`config.mk`:
```
export PLATFORM = sky130hd
export DESIGN_NAME = nvmpc_top
export DESIGN_NICKNAME = d
export VERILOG_FILES = /design/src/nvmpc_prot_decode.v /design/src/nvmpc_top.v
export VERILOG_INCLUDE_DIRS = /design/src
export SDC_FILE = /design/constraint.sdc
export NUM_CORES = 1
export LEC_CHECK = 0
export ABC_CLOCK_PERIOD_IN_PS = 8800
export BUFFER_PORTS_ARGS = -buffer_cell sky130_fd_sc_hd__buf_2
export CORE_ASPECT_RATIO = 1.4
export CORE_UTILIZATION = 55
export DETAILED_ROUTE_END_ITERATION = 16
export PLACE_DENSITY = 0.84
export SLEW_MARGIN = 10
export SYNTH_ARGS = -nofsm -noshare
export SYNTH_HDL_FRONTEND = slang
export SYNTH_HIERARCHICAL = 1
export SYNTH_SLANG_ARGS = --single-unit
```
`constraint.sdc`:
```
create_clock -name clock -period 8.8 [get_ports clock]
set_clock_uncertainty 0.15 [all_clocks]
set_input_delay 0.44 -clock clock [delete_from_list [all_inputs] [get_ports clock]]
set_output_delay 0.44 -clock clock [all_outputs]
set_load 0.05 [all_outputs]
```
`src/nvmpc_defines.vh`:
```
// offsets, field positions, reset values and address limits of nvmpc
`ifndef NVMPC_DEFINES_VH
`define NVMPC_DEFINES_VH

// =====================================================================
// register byte addresses
`define NVMPC_OFF_CONFIG 12'h000
`define NVMPC_OFF_PROT 12'h004
`define NVMPC_OFF_STATUS 12'h008

// =====================================================================
// field positions
`define NVMPC_CFG_RSVD_BIT 7
`define NVMPC_CFG_PGSEL_BIT 6
`define NVMPC_CFG_KEYWR_BIT 5
`define NVMPC_STAT_VIOL_BIT 5
`define NVMPC_EPS_HI 7
`define NVMPC_EPS_LO 6
`define NVMPC_FPS_HI 5
`define NVMPC_FPS_LO 0

// =====================================================================
// reset values and field codes
`define NVMPC_CONFIG_RST 8'h00
`define NVMPC_PROT_RST 8'hFF
`define NVMPC_EPS_NONE 2'h3
`define NVMPC_FPS_NONE 6'h3F
`define NVMPC_FPS_ALL 6'h18

// =====================================================================
// address limits
`define NVMPC_KEY_LO 16'hFFB0
`define NVMPC_KEY_HI 16'hFFB7
`define NVMPC_EE_TOP 17'h0_17FF
`define NVMPC_EE_B2 17'h0_17F0
`define NVMPC_EE_B1 17'h0_17E0
`define NVMPC_EE_B0 17'h0_17C0
`define NVMPC_EE_NONE 17'h0_1800
`define NVMPC_FL_TOP 17'h1_0000
`define NVMPC_FL_STEP 17'h0_0600

// =====================================================================
// bus responses
`define NVMPC_RESP_OKAY 2'h0
`define NVMPC_RESP_SLVERR 2'h2

`endif

```
`src/nvmpc_prot_decode.v`:
```
// decodes the protect fields into lower bounds and checks one address
`default_nettype none
`include "nvmpc_defines.vh"

module nvmpc_prot_decode
(
    input wire [7:0] prot,
    input wire [15:0] addr,
    output reg [16:0] flash_lo,
    output reg [16:0] ee_lo,
    output wire any_prot,
    output wire addr_prot
);

    wire [1:0] eeprom_protect_field;
    wire [5:0] flash_protect_field;
    wire [5:0] steps;
    wire [16:0] addr_x;

    assign eeprom_protect_field = prot[`NVMPC_EPS_HI:`NVMPC_EPS_LO];
    assign flash_protect_field = prot[`NVMPC_FPS_HI:`NVMPC_FPS_LO];
    assign steps = `NVMPC_FPS_NONE - flash_protect_field;
    assign addr_x = {1'b0, addr};

    // =================================================================
    // flash bound, moving down from the top 0x600 bytes per step
    always @*
    begin
        if (flash_protect_field <= `NVMPC_FPS_ALL)
        begin
            flash_lo = 17'h0_0000;
        end
        else
        begin
            flash_lo = `NVMPC_FL_TOP - ({11'h000, steps} * `NVMPC_FL_STEP);
        end
    end

    // =================================================================
    // eeprom bound
    always @*
    begin
        if (eeprom_protect_field == 2'h2)
        begin
            ee_lo = `NVMPC_EE_B2;
        end
        else if (eeprom_protect_field == 2'h1)
        begin
            ee_lo = `NVMPC_EE_B1;
        end
        else if (eeprom_protect_field == 2'h0)
        begin
            ee_lo = `NVMPC_EE_B0;
        end
        else
        begin
            ee_lo = `NVMPC_EE_NONE;
        end
    end

    // =================================================================
    // address check against both bounds
    assign any_prot = (eeprom_protect_field != `NVMPC_EPS_NONE) || (flash_protect_field != `NVMPC_FPS_NONE);
    assign addr_prot = (addr_x >= flash_lo) ||
        ((addr_x >= ee_lo) && (addr_x <= `NVMPC_EE_TOP));

endmodule

`default_nettype wire

```
`src/nvmpc_top.v`:
```
// nvm protection and configuration registers with an axi4-lite slave
`default_nettype none
`include "nvmpc_defines.vh"

module nvmpc_top
(
    input wire clock,
    input wire rst_n,
    input wire [11:0] s_axi_awaddr,
    input wire [2:0] s_axi_awprot,
    input wire s_axi_awvalid,
    output wire s_axi_awready,
    input wire [31:0] s_axi_wdata,
    input wire [3:0] s_axi_wstrb,
    input wire s_axi_wvalid,
    output wire s_axi_wready,
    output reg [1:0] s_axi_bresp,
    output reg s_axi_bvalid,
    input wire s_axi_bready,
    input wire [11:0] s_axi_araddr,
    input wire [2:0] s_axi_arprot,
    input wire s_axi_arvalid,
    output wire s_axi_arready,
    output reg [31:0] s_axi_rdata,
    output reg [1:0] s_axi_rresp,
    output reg s_axi_rvalid,
    input wire s_axi_rready,
    input wire [7:0] stored_protection_byte,
    input wire dbg_prot_wr,
    input wire [7:0] dbg_prot_data,
    input wire cpu_wr_valid,
    input wire [15:0] cpu_wr_addr,
    input wire pe_valid,
    input wire [15:0] pe_addr,
    input wire pe_mass,
    output reg pe_launch,
    output reg pe_refused,
    output reg key_cmp_wr,
    output reg pe_start_wr,
    output reg eeprom_page_select,
    output reg [1:0] eeprom_page_en,
    output reg [7:0] prot_value
);

    // =================================================================
    // state
    reg [7:0] config_q;
    reg [7:0] config_d;
    reg [7:0] prot_q;
    reg [7:0] prot_d;
    reg viol_q;
    reg viol_d;
    reg load_pend_q;
    reg aw_have_q;
    reg [11:0] aw_addr_q;
    reg w_have_q;
    reg [31:0] w_data_q;
    reg [3:0] w_strb_q;

    wire do_write;
    wire [11:0] wr_addr;
    wire [31:0] wr_data;
    wire [3:0] wr_strb;
    wire wr_cfg;
    wire wr_prot;
    wire wr_stat;
    wire wr_hit;
    wire [7:0] new_prot;
    wire [16:0] cur_flash_lo;
    wire [16:0] cur_ee_lo;
    wire [16:0] new_flash_lo;
    wire [16:0] new_ee_lo;
    wire cur_any;
    wire cur_addr_prot;
    wire grow_ok;
    wire key_hit;
    wire pe_bad;
    reg [31:0] rd_word;
    reg rd_err;

    // =================================================================
    // write channel capture, either order
    assign s_axi_awready = !aw_have_q && !s_axi_bvalid;
    assign s_axi_wready = !w_have_q && !s_axi_bvalid;

    assign wr_addr = aw_have_q ? aw_addr_q : s_axi_awaddr;
    assign wr_data = w_have_q ? w_data_q : s_axi_wdata;
    assign wr_strb = w_have_q ? w_strb_q : s_axi_wstrb;
    assign do_write = (aw_have_q || (s_axi_awvalid && s_axi_awready)) &&
        (w_have_q || (s_axi_wvalid && s_axi_wready));

    assign wr_cfg = do_write && (wr_addr == `NVMPC_OFF_CONFIG) && wr_strb[0];
    assign wr_prot = do_write && (wr_addr == `NVMPC_OFF_PROT) && wr_strb[0];
    assign wr_stat = do_write && (wr_addr == `NVMPC_OFF_STATUS) &&
        wr_strb[0];
    assign wr_hit = (wr_addr == `NVMPC_OFF_CONFIG) ||
        (wr_addr == `NVMPC_OFF_PROT) || (wr_addr == `NVMPC_OFF_STATUS);
    assign new_prot = wr_data[7:0];

    always @(posedge clock)
    begin
        if (!rst_n)
        begin
            aw_have_q <= 1'b0;
            aw_addr_q <= 12'h000;
            w_have_q <= 1'b0;
            w_data_q <= 32'h0000_0000;
            w_strb_q <= 4'h0;
            s_axi_bvalid <= 1'b0;
            s_axi_bresp <= `NVMPC_RESP_OKAY;
        end
        else
        begin
            if (do_write)
            begin
                aw_have_q <= 1'b0;
                w_have_q <= 1'b0;
                s_axi_bvalid <= 1'b1;
                s_axi_bresp <= wr_hit ? `NVMPC_RESP_OKAY :
                    `NVMPC_RESP_SLVERR;
            end
            else
            begin
                if (s_axi_awvalid && s_axi_awready)
                begin
                    aw_have_q <= 1'b1;
                    aw_addr_q <= s_axi_awaddr;
                end
                if (s_axi_wvalid && s_axi_wready)
                begin
                    w_have_q <= 1'b1;
                    w_data_q <= s_axi_wdata;
                    w_strb_q <= s_axi_wstrb;
                end
                if (s_axi_bvalid && s_axi_bready)
                begin
                    s_axi_bvalid <= 1'b0;
                end
            end
        end
    end

    // =================================================================
    // protection bounds, current and proposed
    nvmpc_prot_decode u_cur
    (
        .prot(prot_q),
        .addr(pe_addr),
        .flash_lo(cur_flash_lo),
        .ee_lo(cur_ee_lo),
        .any_prot(cur_any),
        .addr_prot(cur_addr_prot)
    );

    nvmpc_prot_decode u_new
    (
        .prot(new_prot),
        .addr(16'h0000),
        .flash_lo(new_flash_lo),
        .ee_lo(new_ee_lo),
        .any_prot(),
        .addr_prot()
    );

    // a bus write may not raise a lower bound, so it never shrinks the region
    assign grow_ok = (new_flash_lo <= cur_flash_lo) &&
        (new_ee_lo <= cur_ee_lo);

    // =================================================================
    // configuration register
    always @*
    begin
        config_d = config_q;
        if (wr_cfg)
        begin
            config_d = {wr_data[`NVMPC_CFG_RSVD_BIT],
                wr_data[`NVMPC_CFG_PGSEL_BIT],
                wr_data[`NVMPC_CFG_KEYWR_BIT], 5'h00};
        end
    end

    // =================================================================
    // protection register
    always @*
    begin
        prot_d = prot_q;
        if (load_pend_q)
        begin
            prot_d = stored_protection_byte;
        end
        else if (dbg_prot_wr)
        begin
            prot_d = dbg_prot_data;
        end
        else if (wr_prot && grow_ok)
        begin
            prot_d = new_prot;
        end
        else
        begin
            prot_d = prot_q;
        end
    end

    // =================================================================
    // violation flag, a new event wins over the clear
    assign pe_bad = pe_valid && (cur_addr_prot || (pe_mass && cur_any));

    always @*
    begin
        viol_d = viol_q;
        if (wr_stat && wr_data[`NVMPC_STAT_VIOL_BIT])
        begin
            viol_d = 1'b0;
        end
        if (pe_bad && !load_pend_q)
        begin
            viol_d = 1'b1;
        end
    end

    always @(posedge clock)
    begin
        if (!rst_n)
        begin
            config_q <= `NVMPC_CONFIG_RST;
            prot_q <= `NVMPC_PROT_RST;
            viol_q <= 1'b0;
            load_pend_q <= 1'b1;
        end
        else
        begin
            config_q <= config_d;
            prot_q <= prot_d;
            viol_q <= viol_d;
            load_pend_q <= 1'b0;
        end
    end

    // =================================================================
    // command launch check
    always @(posedge clock)
    begin
        if (!rst_n)
        begin
            pe_launch <= 1'b0;
            pe_refused <= 1'b0;
        end
        else
        begin
            pe_launch <= pe_valid && !pe_bad && !load_pend_q;
            pe_refused <= pe_valid && (pe_bad || load_pend_q);
        end
    end

    // =================================================================
    // key window routing
    assign key_hit = cpu_wr_valid && (cpu_wr_addr >= `NVMPC_KEY_LO) &&
        (cpu_wr_addr <= `NVMPC_KEY_HI);

    always @(posedge clock)
    begin
        if (!rst_n)
        begin
            key_cmp_wr <= 1'b0;
            pe_start_wr <= 1'b0;
        end
        else
        begin
            key_cmp_wr <= key_hit && config_q[`NVMPC_CFG_KEYWR_BIT];
            pe_start_wr <= key_hit &&
                !config_q[`NVMPC_CFG_KEYWR_BIT];
        end
    end

    // =================================================================
    // page mapping and protection value outputs
    always @(posedge clock)
    begin
        if (!rst_n)
        begin
            eeprom_page_select <= 1'b0;
            eeprom_page_en <= 2'h1;
            prot_value <= `NVMPC_PROT_RST;
        end
        else
        begin
            eeprom_page_select <= config_d[`NVMPC_CFG_PGSEL_BIT];
            eeprom_page_en <= config_d[`NVMPC_CFG_PGSEL_BIT] ?
                2'h2 : 2'h1;
            prot_value <= prot_d;
        end
    end

    // =================================================================
    // read channel
    assign s_axi_arready = !s_axi_rvalid;

    always @*
    begin
        rd_word = 32'h0000_0000;
        rd_err = 1'b0;
        if (s_axi_araddr == `NVMPC_OFF_CONFIG)
        begin
            rd_word = {24'h00_0000, config_q};
        end
        else if (s_axi_araddr == `NVMPC_OFF_PROT)
        begin
            rd_word = {24'h00_0000, prot_q};
        end
        else if (s_axi_araddr == `NVMPC_OFF_STATUS)
        begin
            rd_word = {26'h000_0000, viol_q, 5'h00};
        end
        else
        begin
            rd_err = 1'b1;
        end
    end

    always @(posedge clock)
    begin
        if (!rst_n)
        begin
            s_axi_rvalid <= 1'b0;
            s_axi_rdata <= 32'h0000_0000;
            s_axi_rresp <= `NVMPC_RESP_OKAY;
        end
        else if (s_axi_arvalid && s_axi_arready)
        begin
            s_axi_rvalid <= 1'b1;
            s_axi_rdata <= rd_word;
            s_axi_rresp <= rd_err ? `NVMPC_RESP_SLVERR : `NVMPC_RESP_OKAY;
        end
        else if (s_axi_rvalid && s_axi_rready)
        begin
            s_axi_rvalid <= 1'b0;
        end
    end

endmodule

`default_nettype wire

```
Yosys cells after proc, flatten, opt, wreduce, memory -nomap -nowiden
Cells that the tools add are included.

storage, ports and cells
  memories = 0
  logic and storage cells = 132
  bits in read-only memories = 0
  output and inout port bits = 56
  latch bits = 0
  input bits = 125
  flip-flop bits (word level) = 80
  bits in writable memories = 0

operators by class
  reductions and logical operators = 54
  $mul = 2
  shift-type cells = 0
  equal/unequal tests = 10
  bitwise logic cells = 2
  add/subtract/negate cells = 4
  div/mod/pow operators = 0
  magnitude comparators = 9
  muxes and demuxes = 31

operators by type and width
  kind                                                               number
  two-way mux 17 bit                                                 6
  two-way mux 8 bit                                                  6
  two-way mux 12 bit                                                 3
  greater-or-equal comparator 16 x 17 -> 1 bit                       2
  less-or-equal comparator 17 bit                                    2
  subtractor 17 bit (first input constant)                           2
  logical AND 1 bit                                                  28
  == test 12 x 3 -> 1 bit (second input constant)                    2
  == test 12 x 4 -> 1 bit (second input constant)                    2
  logical NOT 12 bit                                                 2
  greater-or-equal comparator 16 bit (second input constant)         1
  less-or-equal comparator 16 x 13 -> 1 bit (second input constant)  1
  less-or-equal comparator 16 bit (second input constant)            1
  multiplier 6 x 2 -> 8 bit (second input constant)                  2
  less-or-equal comparator 6 x 5 -> 1 bit (second input constant)    2
  subtractor 6 bit (first input constant)                            2
  two-way mux 1 bit                                                  11
  logical OR 1 bit                                                   8
  logical NOT 1 bit                                                  7
  two-way mux 7 bit                                                  1
  two-way mux 2 bit                                                  3
  two-way mux 6 bit                                                  1
  != test 6 bit (second input constant)                              1
  nonzero test 2 bit                                                 3
  8 further kinds                                                    13

Logic depth before layout (Yosys ltp)
  depth in word-level cells = 12
  depth in mapped cells = 20
  mapped depth without buffers = 19

By module
Netlist, hierarchy kept.

by module, submodules not included
  module             area each (µm²)  times used  seq. area each (µm²)  cells each
  nvmpc_top          3544.6           1           1061.0                399
  nvmpc_prot_decode  1112.3           2           0.0                   146

Worst setup path before layout
OpenSTA, ideal clock, no wires.

  path kind = register -> register
  start = reg w_have_q
  end = reg prot_value[0]
  cell stages (with the launch flop) = 20
  setup slack = 4.121 ns
  clock period less this slack = 4.679 ns
  data required time = 8.529 ns
  arrival = 4.408 ns
  library setup time = 0.121 ns
  buffers on the path = 2
  path through = dfxtp_1 buf_1 mux2_2 inv_1 ha_1 inv_1 fa_1 nand2b_1 a21oi_1 xor2_1 nor3_1 xor2_1 and2_1 ha_1 and4_1 a221oi_1 o31ai_1 a311o_1 buf_6 mux2_4

between the ends
  longest elaborated chain between the ends = 9
  elaborated cells on any way between the ends = 28
  classes of those cells = add/sub (2); mul (1); order compare (3); eq/ne (2); mux (9); reduce/logical (11)

RTL lines
  item                                 RTL line                text
  from (decl)                          nvmpc_top.v:56          reg w_have_q;
  from (signal assigned)               nvmpc_top.v:106         w_have_q <= 1'b0;
  from (signal assigned)               nvmpc_top.v:117         w_have_q <= 1'b0;
  from (signal assigned)               nvmpc_top.v:131         w_have_q <= 1'b1;
  two-way mux 8 bit (*)                nvmpc_top.v:87          assign wr_data = w_have_q ? w_data_q : s_axi_wdata;
  named net wr_data[0]                 nvmpc_top.v:62          wire [31:0] wr_data;
  subtractor 6 bit (no line)           --
  multiplier 6 x 2 -> 8 bit (no line)  --
  subtractor 17 bit (no line)          --
  two-way mux 17 bit (*)               nvmpc_prot_decode.v:29  if (flash_protect_field <= `NVMPC_FPS_ALL)
  named net new_flash_lo[15]           nvmpc_top.v:71          wire [16:0] new_flash_lo;
  less-or-equal comparator 17 bit (*)  nvmpc_top.v:166         assign grow_ok = (new_flash_lo <= cur_flash_lo) &&
  logical AND 1 bit (*)                nvmpc_top.v:166
  logical AND 1 bit (*)                nvmpc_top.v:195         else if (wr_prot && grow_ok)
  nonzero test 3 bit (no line) (*)     --
  to (signal assigned)                 nvmpc_top.v:284         prot_value <= `NVMPC_PROT_RST;
  to (signal assigned)                 nvmpc_top.v:291         prot_value <= prot_d;
  to (decl)                            nvmpc_top.v:42          output reg [7:0] prot_value

Mark *: on every way through the listed nets, which the timed path passes. The rest lies on a longest branch. The select of a mux whose other input is x is not followed.
A chain may end at the register's enable or synchronous reset.

Worst setup path after layout
Ends and elaborated chain as after synthesis.

==> metrics.cfg <==
[worst_setup_path]
required_ns=8.83
crit_chain=mux2_2 -> inv_1 -> ha_1 -> inv_1 -> fa_1 -> nand2b_1 -> a21oi_1 -> xor2_1 -> nor3_1 -> xor2_1 -> and2_1 -> ha_1 -> and4_1 -> a221oi_1 -> o31ai_1 -> a311o_1 -> mux2_4
cp_num_cells=17
r2r.worst_path.cells=17
crit_path_top_delay_cell=dfxtp_1
critPathBufInv=2
endpoint_kind=register
critPathKind=reg2reg
cp_slowest_stage_delay_ns=0.70
crit_family=compound AO/OA/AOI/OAI gates
cp.arrival_ns=5.13
cp_max_fo=13
start_kind=register

[hold_path]
hold_path.class=in2reg
hold_path_depth=2

[flow_run]
drv_cap=0

[global_route]
grt_pass1_wl_um=20100
overflow=0
grt_pass1_vias=4678
grt_max_degree=37
grt_use_total=0.245
antenna_found_initial=1

[timing]
fin_crit_sh=0.580
slew_headroom=0.303
setup-tns-final_ns=0
report.final.slew_viol_count=0
rsz0062_at_grt=false
worstMarginPinSlew_ns=1.04
setup_violations=0
period_needed_ns=5.11
hold_viol_final=0
fmax_ghz=0.196

[floorplan]
num_rows=42
die-area_um2=10100
core_um2=9460
die_height_um=119
initial_utilization=0.565
num_io_pins=181
die_x_um=85.3

[drt]
initialDrtViolationCount=295
wl_per_cell_um=14.6
route.detailed.drc=0
dr_wl_met3_um=534
dr.max_layer_used=met4
viasPerCell=5.49
met1_length_um=4550
routed-wl-met2_um=6830
drt_first_pass_iters=4
drt_wl_total_um=12400
via_count=4664
ant_nets=0

[synthesis]
yosys_warnings=6
synth_area_per_cell_um2=8.35
synth_cells=640
syn_area_um2=5350

[status]
status=finished, final reports clean

[cts]
cts_buffer_depth=2
ctsHoldBuffers=0
post-cts-setup-buffers=0
cts_resized=0
clk_pin_slew_ns=0.07
cts_buffers=5
cts_max_level=2
clock_latency_ns=0.29
tritoncts=done
root_buffer=clkbuf_16
cts.sinks=53

[placement]
gp_congestion=0.858
io_buffers=118
postPlaceCellArea_um2=5690
dp.cells=840
hpwl_um=10200

[cells_and_area]
layout_common_cells=118 x buf_2, 73 x inv_1, 73 x ha_1, 62 x conb_1, 53 x dfxtp_1
fin_nets=937
design_area_um2=5830
regArea_um2=1060
drive_above_1_share=0.220
multiInputGateArea_um2=3620
area_growth_syn_to_layout_pct=9.11
utilization=0.617
mostFrequentLayoutCell=buf_2
n_fill_cell=832
final_cells=849

[power]
p_leak_nw=3.02
powerDensity_nw_per_um2=173
ir_drop_mv=0.0861
power_w=0.00101

-- registers in the layout, indices dropped and copies added (netlist names), 2 cells and up --
| name | cells |
|---|---|
| s_axi_rdata | 8 |
| prot_value | 8 |
| w_data_q | 8 |
| config_q | 2 |
| aw_addr_q | 12 |
-- metal layers --
metal | vias to the layer above | track usage
li1 | 2284 | -
met5 | - | 0
met3 | 42 | 0.0251
met4 | 0 | 0.119
met1 | 2171 | 0.246
met2 | 167 | 0.486
-- stage by stage --
stage	setup WS, ns	hold WS, ns
after floorplan	4.15	0.276
after global placement	3.86	0.291
after detailed placement	3.75	0.300
after CTS	3.73	0.184
after global routing	3.39	0.205
final	3.69	0.185
-- where the power goes --
group | internal, W | leakage, nW | switching, W
logic | 0.000218 | 2.52 | 0.000320
registers | 0.000256 | 0.433 | 0.0000270
clock network | 0.000104 | 0.0696 | 0.0000863
total | 0.000578 | 3.02 | 0.000433
-- path summary, 6_finish.rpt --
check             slack (ns)              to      startpoint
setup reg to reg        3.69   prot_value[0]        w_have_q
hold / removal          0.18    s_axi_rvalid    s_axi_rready
setup / recovery        3.69   prot_value[0]        w_have_q
hold reg to reg         0.31  s_axi_rdata[7]  s_axi_rdata[7]
-- cell type report --
cell class	count	share of cell area
timing repair buffer	118	0.101
clock buffer	5	0.0215
multi-input combinational	485	0.621
antenna	1	0.000429
tap	110	0.0236
inverter	74	0.0476
clock inverter	3	0.00300
sequential	53	0.182
Note: power is estimated with default switching activity, not from simulation.
